### src/shared/ptrq_cfg.svh
`ifndef PTRQ_CFG_SVH
`define PTRQ_CFG_SVH
// Register byte offsets
`define PTRQ_OFS_ID        12'h000
`define PTRQ_OFS_LOAD      12'h004
`define PTRQ_OFS_COUNT     12'h008
`define PTRQ_OFS_XPOS      12'h00C
`define PTRQ_OFS_YPOS      12'h010
`define PTRQ_OFS_WHEEL     12'h014
`define PTRQ_OFS_BUTTONS   12'h018
`define PTRQ_OFS_UNMASK    12'h01C
`define PTRQ_OFS_LIMIT     12'h020
`define PTRQ_OFS_STATUS    12'h024
`define PTRQ_OFS_EVMASK    12'h028
// Identity codes are arbitrary neutral values
`define PTRQ_ID_MOUSE      32'h5A5A0001
`define PTRQ_ID_TOUCH      32'h5A5A0002
`define PTRQ_DEPTH         16
`define PTRQ_ABS_DEFAULT   1'b1
`define PTRQ_ABS_MAX       32'h00007FFF
// Status bit positions
`define PTRQ_ST_NOTEMPTY   0
`define PTRQ_ST_OVERFLOW   1
`define PTRQ_RST_WORD      32'h00000000
`endif

### src/shared/ptrq_pkg.sv
`default_nettype none
package ptrq_pkg;
   typedef struct packed {
      logic [31:0] buttons;
      logic [31:0] wheel;
      logic [31:0] ypos;
      logic [31:0] xpos;
   } ptrq_event_s;
endpackage
`default_nettype wire

### src/logic/ptrq_core.sv
// Functional notes
// - Queue events with buttons, wheel, X, Y.
// - Interrupt while queue nonempty and enabled.
// - Queue depth sixteen events.
// - Mode input selects relative or absolute.
// - Writing one loads next event.
// - Load on empty queue changes nothing.
// - Count register reports queued events.
// - Mouse mode X, Y signed deltas.
// - Touch mode positions clamped to 0..7FFF.
// - X right positive, Y down positive.
// - Wheel is signed delta, down positive.
// - Button bits, bit0 first, set pressed.
// - Unmask register enables interrupt, resets zero.
// - Limit register reports queue capacity.
//
// Decided for this implementation: the APB register port.
`include "ptrq_cfg.svh"
`timescale 1ns/1ns
`default_nettype none
module ptrq_core (
   input  wire logic               pclk,       // APB clock
   input  wire logic               presetn,    // Async reset, active low
   input  wire logic               clk_en,     // Freezes all state when low
   input  wire logic               abs_mode,   // 1 touchscreen, 0 mouse (strap)
   input  wire logic               psel,       // APB select
   input  wire logic               penable,    // APB enable
   input  wire logic               pwrite,     // APB direction
   input  wire logic [11:0]        paddr,      // APB byte address
   input  wire logic [31:0]        pwdata,     // APB write data
   output logic      [31:0]        prdata,     // APB read data
   output logic                    pready,     // APB ready
   output logic                    pslverr,    // APB error, unmapped address or write to a read-only register
   input  wire logic               ev_valid,   // Event strobe, same clock
   input  wire ptrq_pkg::ptrq_event_s ev_data, // Event content
   output logic                    irq         // Level interrupt
);
   localparam int DEPTH = `PTRQ_DEPTH;

   typedef struct packed {
      ptrq_pkg::ptrq_event_s [DEPTH-1:0] mem;
      logic [3:0]  wr_ptr;
      logic [3:0]  rd_ptr;
      logic [4:0]  count;
      ptrq_pkg::ptrq_event_s readout;
      logic        unmask;
      logic [1:0]  status;
      logic [1:0]  evmask;
      logic        mode;
      logic        mode_ok;
      logic [31:0] prdata;
      logic        pready;
      logic        pslverr;
      logic        irq;
   } ptrq_state_s;

   ptrq_state_s s_q;
   ptrq_state_s s_d;

   // Straps ride through two flops before use
   logic abs_m1_q;
   logic abs_m2_q;

   ////////////////////////////////////////////////////////////////////////////
   // No reset here: the pair keeps tracking the strap through reset, so the
   // mode caught at the first edge after release is the strap, not a default
   always_ff @(posedge pclk) begin
      if (clk_en) begin
         abs_m1_q <= abs_mode;
         abs_m2_q <= abs_m1_q;
      end
   end

   ////////////////////////////////////////////////////////////////////////////
   function automatic logic [31:0] clamp_abs(input logic [31:0] v);
      logic [31:0] r;
      r = v;
      if (v[31])
         r = 32'h00000000;
      else if (v > `PTRQ_ABS_MAX)
         r = `PTRQ_ABS_MAX;
      return r;
   endfunction

   logic                  acc;
   logic                  wr_acc;
   logic                  rd_acc;
   logic                  do_push;
   logic                  do_pop;
   logic                  full;
   ptrq_pkg::ptrq_event_s ev_in;

   always_comb begin
      s_d    = s_q;
      acc    = psel && penable && !s_q.pready;
      wr_acc = acc && pwrite;
      rd_acc = acc && !pwrite;
      full   = (s_q.count == 5'(DEPTH));
      ev_in  = ev_data;
      // Touch mode clamps to the absolute range; mouse passes signed deltas
      // clamp absolute coords
      if (s_q.mode) begin
         ev_in.xpos = clamp_abs(ev_data.xpos);
         ev_in.ypos = clamp_abs(ev_data.ypos);
      end
      do_push = ev_valid && !full;
      do_pop  = wr_acc && (paddr == `PTRQ_OFS_LOAD) && (pwdata == 32'h00000001)
                && (s_q.count != 5'h00);

      // Mode caught once after reset release
      if (!s_q.mode_ok) begin
         s_d.mode    = abs_m2_q;
         s_d.mode_ok = 1'b1;
      end

      if (do_push) begin
         s_d.mem[s_q.wr_ptr] = ev_in;
         s_d.wr_ptr = s_q.wr_ptr + 4'h1;
      end
      if (do_pop) begin
         s_d.readout = s_q.mem[s_q.rd_ptr];
         s_d.rd_ptr  = s_q.rd_ptr + 4'h1;
      end
      s_d.count = s_q.count + 5'(do_push) - 5'(do_pop);

      // Sticky events; set wins over a same-cycle clear
      if (wr_acc && (paddr == `PTRQ_OFS_STATUS))
         s_d.status = s_q.status & ~pwdata[1:0];
      if (s_d.count != 5'h00)
         s_d.status[`PTRQ_ST_NOTEMPTY] = 1'b1;
      if (ev_valid && full)
         s_d.status[`PTRQ_ST_OVERFLOW] = 1'b1;

      if (wr_acc && (paddr == `PTRQ_OFS_UNMASK))
         s_d.unmask = pwdata[0];
      if (wr_acc && (paddr == `PTRQ_OFS_EVMASK))
         s_d.evmask = pwdata[1:0];

      // One wait state in the access phase, then ready drops for the next transfer
      s_d.pready  = acc;
      s_d.pslverr = 1'b0;
      s_d.prdata  = 32'h00000000;
      if (rd_acc) begin
         if (paddr == `PTRQ_OFS_ID)
            s_d.prdata = s_q.mode ? `PTRQ_ID_TOUCH : `PTRQ_ID_MOUSE;
         else if (paddr == `PTRQ_OFS_COUNT)
            s_d.prdata = {27'h0000000, s_q.count};
         else if (paddr == `PTRQ_OFS_XPOS)
            s_d.prdata = s_q.readout.xpos;
         else if (paddr == `PTRQ_OFS_YPOS)
            s_d.prdata = s_q.readout.ypos;
         else if (paddr == `PTRQ_OFS_WHEEL)
            s_d.prdata = s_q.readout.wheel;
         else if (paddr == `PTRQ_OFS_BUTTONS)
            s_d.prdata = s_q.readout.buttons;
         else if (paddr == `PTRQ_OFS_UNMASK)
            s_d.prdata = {31'h00000000, s_q.unmask};
         else if (paddr == `PTRQ_OFS_LIMIT)
            s_d.prdata = 32'(DEPTH);
         else if (paddr == `PTRQ_OFS_STATUS)
            s_d.prdata = {30'h00000000, s_q.status};
         else if (paddr == `PTRQ_OFS_EVMASK)
            s_d.prdata = {30'h00000000, s_q.evmask};
         else if (paddr != `PTRQ_OFS_LOAD)
            s_d.pslverr = 1'b1;
      end else if (wr_acc) begin
         if (paddr != `PTRQ_OFS_LOAD && paddr != `PTRQ_OFS_UNMASK &&
             paddr != `PTRQ_OFS_STATUS && paddr != `PTRQ_OFS_EVMASK)
            s_d.pslverr = 1'b1;
      end

      s_d.irq = (s_d.unmask && (s_d.count != 5'h00)) ||
                ((s_d.status & s_d.evmask) != 2'b00);
   end

   ////////////////////////////////////////////////////////////////////////////
   always_ff @(posedge pclk or negedge presetn) begin
      if (!presetn) begin
         s_q      <= '0;
         s_q.mode <= `PTRQ_ABS_DEFAULT;
      end else if (clk_en) begin
         s_q <= s_d;
      end
   end

   assign prdata  = s_q.prdata;
   assign pready  = s_q.pready;
   assign pslverr = s_q.pslverr;
   assign irq     = s_q.irq;
endmodule
`default_nettype wire

### config.mk
export PLATFORM = sky130hd
export DESIGN_NAME = ptrq_core
export DESIGN_NICKNAME = d
export VERILOG_FILES = /design/src/shared/ptrq_pkg.sv /design/src/logic/ptrq_core.sv
export VERILOG_INCLUDE_DIRS = /design/src /design/src/shared
export SDC_FILE = /design/constraint.sdc
export NUM_CORES = 2
export LEC_CHECK = 0
export ABC_AREA = 1
export BUFFER_PORTS_ARGS = -buffer_cell sky130_fd_sc_hd__buf_2
export CORE_MARGIN = 1.5
export CORE_UTILIZATION = 55
export CTS_BUF_LIST = sky130_fd_sc_hd__clkbuf_4
export CTS_CLUSTER_DIAMETER = 100
export DETAILED_ROUTE_END_ITERATION = 16
export HOLD_SLACK_MARGIN = 0.03
export PLACE_DENSITY = 0.71
export SLEW_MARGIN = 20
export SYNTH_ARGS = -nofsm -noshare
export SYNTH_HDL_FRONTEND = slang
export SYNTH_SLANG_ARGS = --single-unit
### constraint.sdc
create_clock -name pclk -period 4.8 [get_ports pclk]
set_clock_uncertainty 0.2 [all_clocks]
set_input_delay 0.48 -clock pclk [delete_from_list [all_inputs] [get_ports pclk]]
set_output_delay 0.48 -clock pclk [all_outputs]
set_load 0.01 [all_outputs]
# Word-level counts from Yosys, hierarchy flattened
# Cells that the tools add are included.
[op_classes]
muxes = 41
bitwise = 4
order_cmp = 5
n_eq_ne = 16
n_reduce_logical = 28
addsub = 4
[op_table]
columns = ["cell", "n"]
rows = [
  ["bitwise mux 2048 bit", 1],
  ["binary-select mux 128 bit (select 4 bit)", 1],
  ["demux 128 bit (select 4 bit)", 1],
  ["two-way mux 128 bit", 2],
  ["two-way mux 32 bit", 7],
  ["two-way mux 31 bit", 4],
  ["greater-than comparator 32 x 15 -> 1 bit (second input constant)", 2],
  ["two-way mux 64 bit", 1],
  ["== test 12 x 5 -> 1 bit (second input constant)", 4],
  ["== test 12 x 6 -> 1 bit (second input constant)", 3],
  ["== test 32 x 1 -> 1 bit (second input constant)", 1],
  ["== test 12 x 4 -> 1 bit (second input constant)", 2],
  ["!= test 12 x 6 -> 1 bit (second input constant)", 2],
  ["logical AND 1 bit", 17],
  ["two-way mux 1 bit", 17],
  ["== test 12 x 3 -> 1 bit (second input constant)", 1],
  ["zero test 12 bit", 1],
  ["!= test 12 x 3 -> 1 bit (second input constant)", 1],
  ["!= test 12 x 5 -> 1 bit (second input constant)", 1],
  ["less-than comparator 4 x 5 -> 1 bit (second input constant)", 2],
  ["two-way mux 2 bit", 5],
  ["two-way mux 5 bit", 2],
  ["nonzero test 5 bit", 2],
  ["adder 4 x 1 -> 4 bit (second input constant)", 2],
  ["other kinds (11)", 16],
]
[totals]
output_inout_bits = 35
inputBits = 180
reg_bits = 2233
word_cells = 180

# Longest topological paths before layout
[logic_depth]
word_depth = 13
depth_mapped = 20
ltp_nobuf = 20

# Least setup slack after synthesis
# No wires, ideal clock.
[synth_path]
path_type = "input port to flip-flop"
startpoint = "in psel"
endpoint = "reg s_q, in the netlist irq"
arrival_ns = 2.950
path_slack_ns = 1.533
required_ns = 4.483
stages = 19
cell_sequence = "nand2_1 > nor2_2 > nand2_1 > nor3_1 > nand2_1 > nor2_1 > ha_1 > inv_1 > ha_1 > fa_1 > or2_2 > nor2_1 > nand3_1 > nor2_1 > nand2_1 > nand2_1 > nand3_1 > nand2_1 > nand2_1"
[synth_lines]
columns = ["element", "line_no", "text"]
rows = [
  ["start: declaration", "ptrq_core.sv:26", "input wire logic psel,"],
  ["end: declaration", "ptrq_core.sv:57", "ptrq_state_s s_q;"],
]

# Final worst setup path
[layout_path]
startpoint = "reg s_q[173] (netlist name)"
endpoint = "reg s_q[1410] (netlist name)"
[layout_via]
elab_chain_cells = 4
[layout_lines]
columns = ["element", "line_no", "text"]
rows = [
  ["== test 5 bit", "ptrq_core.sv:98", "full = (s_q.count == 5'(DEPTH));"],
  ["zero test 1 bit", "ptrq_core.sv:106", "do_push = ev_valid && !full;"],
  ["logical AND 1 bit", "ptrq_core.sv:106", ""],
  ["AND reduction 2 bit (no source line)", "-", ""],
]
# No other way between the ends.
# A chain may end at the register's enable or synchronous reset.

==> results_dict.tcl <==
set metrics [dict create \
    setup_tns_ns 0 \
    core_area_um2 185000 \
    yosysTopAreaCellShare_pct 54.5 \
    die_area_um2 189000 \
    final_cell_mix "3517 x nand2_1, 2226 x dfrtp_1, 2167 x o21ai_0" \
    clock-root-buffer "clkbuf_4" \
    cts_buffers 603 \
    setup_ws_ns 0.149 \
    cp_common_cell "dlygate4sd3_1" \
    syn_area_um2 102000 \
    antenna_found_initial 15 \
    route.detailed.drc 0 \
    crit_required_ns 5.97 \
    ios 215 \
    wl_per_cell_um 21.2 \
    worstSetupEndpointType "flop" \
    cts.path.max_buffers 4 \
    final_cell_area_um2 114000 \
    die_w_um 435 \
    post-route-min-period_ns 4.65 \
    tightestPinTransition_ns 1.17 \
    drt-total-wl_mm 333 \
    leakagePower_nw 54.6 \
    synth_edf_count 2 \
    htreeDepth 6 \
    dr.first_iter.drc_count 11900 \
    yosysSeqAreaShare_pct 54.6 \
    p_per_area_nw_per_um2 530 \
    synthArstFlopShare_pct 99.9 \
    irDropWorstVdd_mv 0.266 \
    synth_seq_cells 2233 \
    hold_slack_ns 0.0652 \
    rsz0062_at_grt "false" \
    cp_slowest_stage_delay_ns 0.74 \
    clk_pin_slew_ns 0.08 \
    slew_viol_final 0 \
    max_freq_ghz 0.215 \
    vias_per_cell 5.88 \
    cts_tree "done" \
    vias 92300 \
    post-cts-setup-buffers 0 \
    drv_cap 0 \
    nets 13000 \
    grt_pass1_vias 88000 \
    arrival_ns 5.82 \
    initial_core_util_pct 55.3 \
    slew_headroom_pct 21.4 \
    antenna_left 0 \
    area_delta_synth_final_pct 11.6 \
    cts_sinks 2233 \
    grt_pass1_wl_mm 511 \
    seq_area_um2 55900 \
    syn_area_per_cell_um2 8.15 \
    outcome "finished, final reports clean" \
    layout-drive-gt1-share_pct 10.7 \
    gr-total-overflow 0 \
    setup_violations 0 \
    multi_input_area_um2 38500 \
    placed_cell_area_um2 104000 \
    drt_first_pass_iters 9 \
    final_common_cell "nand2_1" \
    grt_max_degree 201 \
    dpl.hpwl_mm 175 \
    synth_warnings 0 \
    fin_crit_sh_pct 96.9 \
    r2r_slack_ns 0.15 \
    final-hold-violation-count 0 \
    crit_path_start_kind "flop" \
    post-place-ws_ns 0.502 \
    crit_fanout 82 \
    synthesis.nets 12800 \
    insertion_delay_ns 1.47 \
    crit_path_top_delay_cell "dlygate4sd3_1" \
    path_cells "inv_1 > ha_1 > nand4_2 > nand2_4 > nor2_8 > nand2_8 > dlygate4sd3_1 > nor2_4 > buf_16 > nand2_1 > dlygate4sd3_1 > o21ai_0 > dlygate4sd3_1" \
    fill_cells 16100 \
    synth_cells 12600 \
    die_height_um 435 \
    synth_area_leaders "dfrtp_1 54%, nand2_1 13%, o21ai_0 11%" \
    num_rows 158 \
    port_buffers 214 \
    hp-class "in -> reg" \
    grt_usage_pct 34.9 \
    crit_type "reg -> reg" \
    synthFlopType "dfrtp_1" \
    gp_congestion 0.896 \
    ys_types 40 \
    fin_util_pct 61.7 \
    yosysTopAreaCell "dfrtp_1" \
]
==> final cells by class <==
type	instances	area share, %
antenna	13	0.0285
clock buffer	896	5.88
clock inverter	99	0.519
inverter	720	2.46
multi-input combinational	8531	33.7
sequential	2233	48.9
tap	2480	2.71
timing repair buffer	726	5.80
==> cell families (layout without fill, tap and decap cells) <==
group	Yosys count	in the layout	share of synthesized area [%]
and+or+nand+nor	4485	4485	17.1
AOI/OAI and AO/OA	4025	4025	20.2
DFF	2233	2233	54.6
buffers and inverters	1804	2441	7.89
adders and majority gates	12	12	0.154
xor gates and xnor gates	9	9	0.0770
other	0	13	0
==> layer usage <==
metal  up-vias  GRT usage, %  routed length (µm)
met2      5109          54.0              152000
met5         -             0                  22
met4         4          19.6               17700
li1      41900             -                   -
met3       925          6.74               32700
met1     44400          46.4              131000
==> flip-flops by register name, summed over array words and instances, names as in the netlist <==
register	count
s_q	2196
abs_m1_q	1
pready	1
pslverr	1
abs_m2_q	1
prdata	32
irq	1
==> worst paths after layout <==
path	from	endpoint	cells past startpoint
min reg2reg	abs_m1_q	abs_m2_q	0
min	ev_data[52]	s_q[1771]	6
max in group asynchronous	presetn	s_q[1873]	6
max reg2reg	s_q[173]	s_q[1410]	13
min in group asynchronous	presetn	s_q[778]	4
max	s_q[173]	s_q[1410]	13
==> worst max-delay path: cells and delay by family, from the launching register on <==
kind	cells	cell delay [ns]
AOI/OAI and AO/OA	1	0.08
buffers and inverters	5	2.37
adders and majority gates	1	0.21
and+or+nand+nor	6	1.06
DFF	1	0.44
==> synthesized netlist by cell type (2+ instances only) <==
| master | instances |
|---|---|
| dfrtp_1 | 2230 |
| or2_2 | 2 |
| clkbuf_1 | 530 |
| buf_6 | 91 |
| nor3_1 | 6 |
| a31oi_1 | 2 |
| nand3_1 | 172 |
| nor2_1 | 713 |
| nor2_2 | 2 |
| nand4_2 | 2 |
| o221ai_1 | 30 |
| nor2_8 | 14 |
| xor2_1 | 7 |
| buf_1 | 72 |
| o211ai_1 | 30 |
| o21ai_1 | 1117 |
| buf_2 | 338 |
| edfxtp_1 | 2 |
| nand2_1 | 3520 |
| clkinv_1 | 2 |
| o2111ai_1 | 20 |
| inv_2 | 19 |
| nand2_8 | 4 |
| buf_4 | 53 |
| nand4_1 | 33 |
| a21oi_1 | 439 |
| xnor2_1 | 2 |
| ha_1 | 11 |
| nor4_1 | 9 |
| o22ai_1 | 220 |
| nor2_4 | 3 |
| o21ai_0 | 2167 |
| inv_1 | 699 |
==> per-stage QoR <==
stage	instances	total power [W]
after floorplan	12600	0.0392
after global placement	14400	0.0425
after detailed placement	14400	0.0434
after CTS	15700	0.0605
after global routing	15700	0.0648
final	15700	0.0606
==> where the power goes <==
| group | total (W) | switching (W) | internal (W) |
|---|---|---|---|
| sequential | 0.0299 | 0.00350 | 0.0264 |
| combinational | 0.0139 | 0.00852 | 0.00541 |
| clock | 0.0168 | 0.00795 | 0.00888 |
==> what timing repair did <==
action                                  in CTS  in global routing
gates resized for setup                      0                  6
endpoints found under the setup margin       0                  9
hold buffers                               331                  3
endpoints found under the hold margin     4349                  7
(Power assumes the default switching activity.)
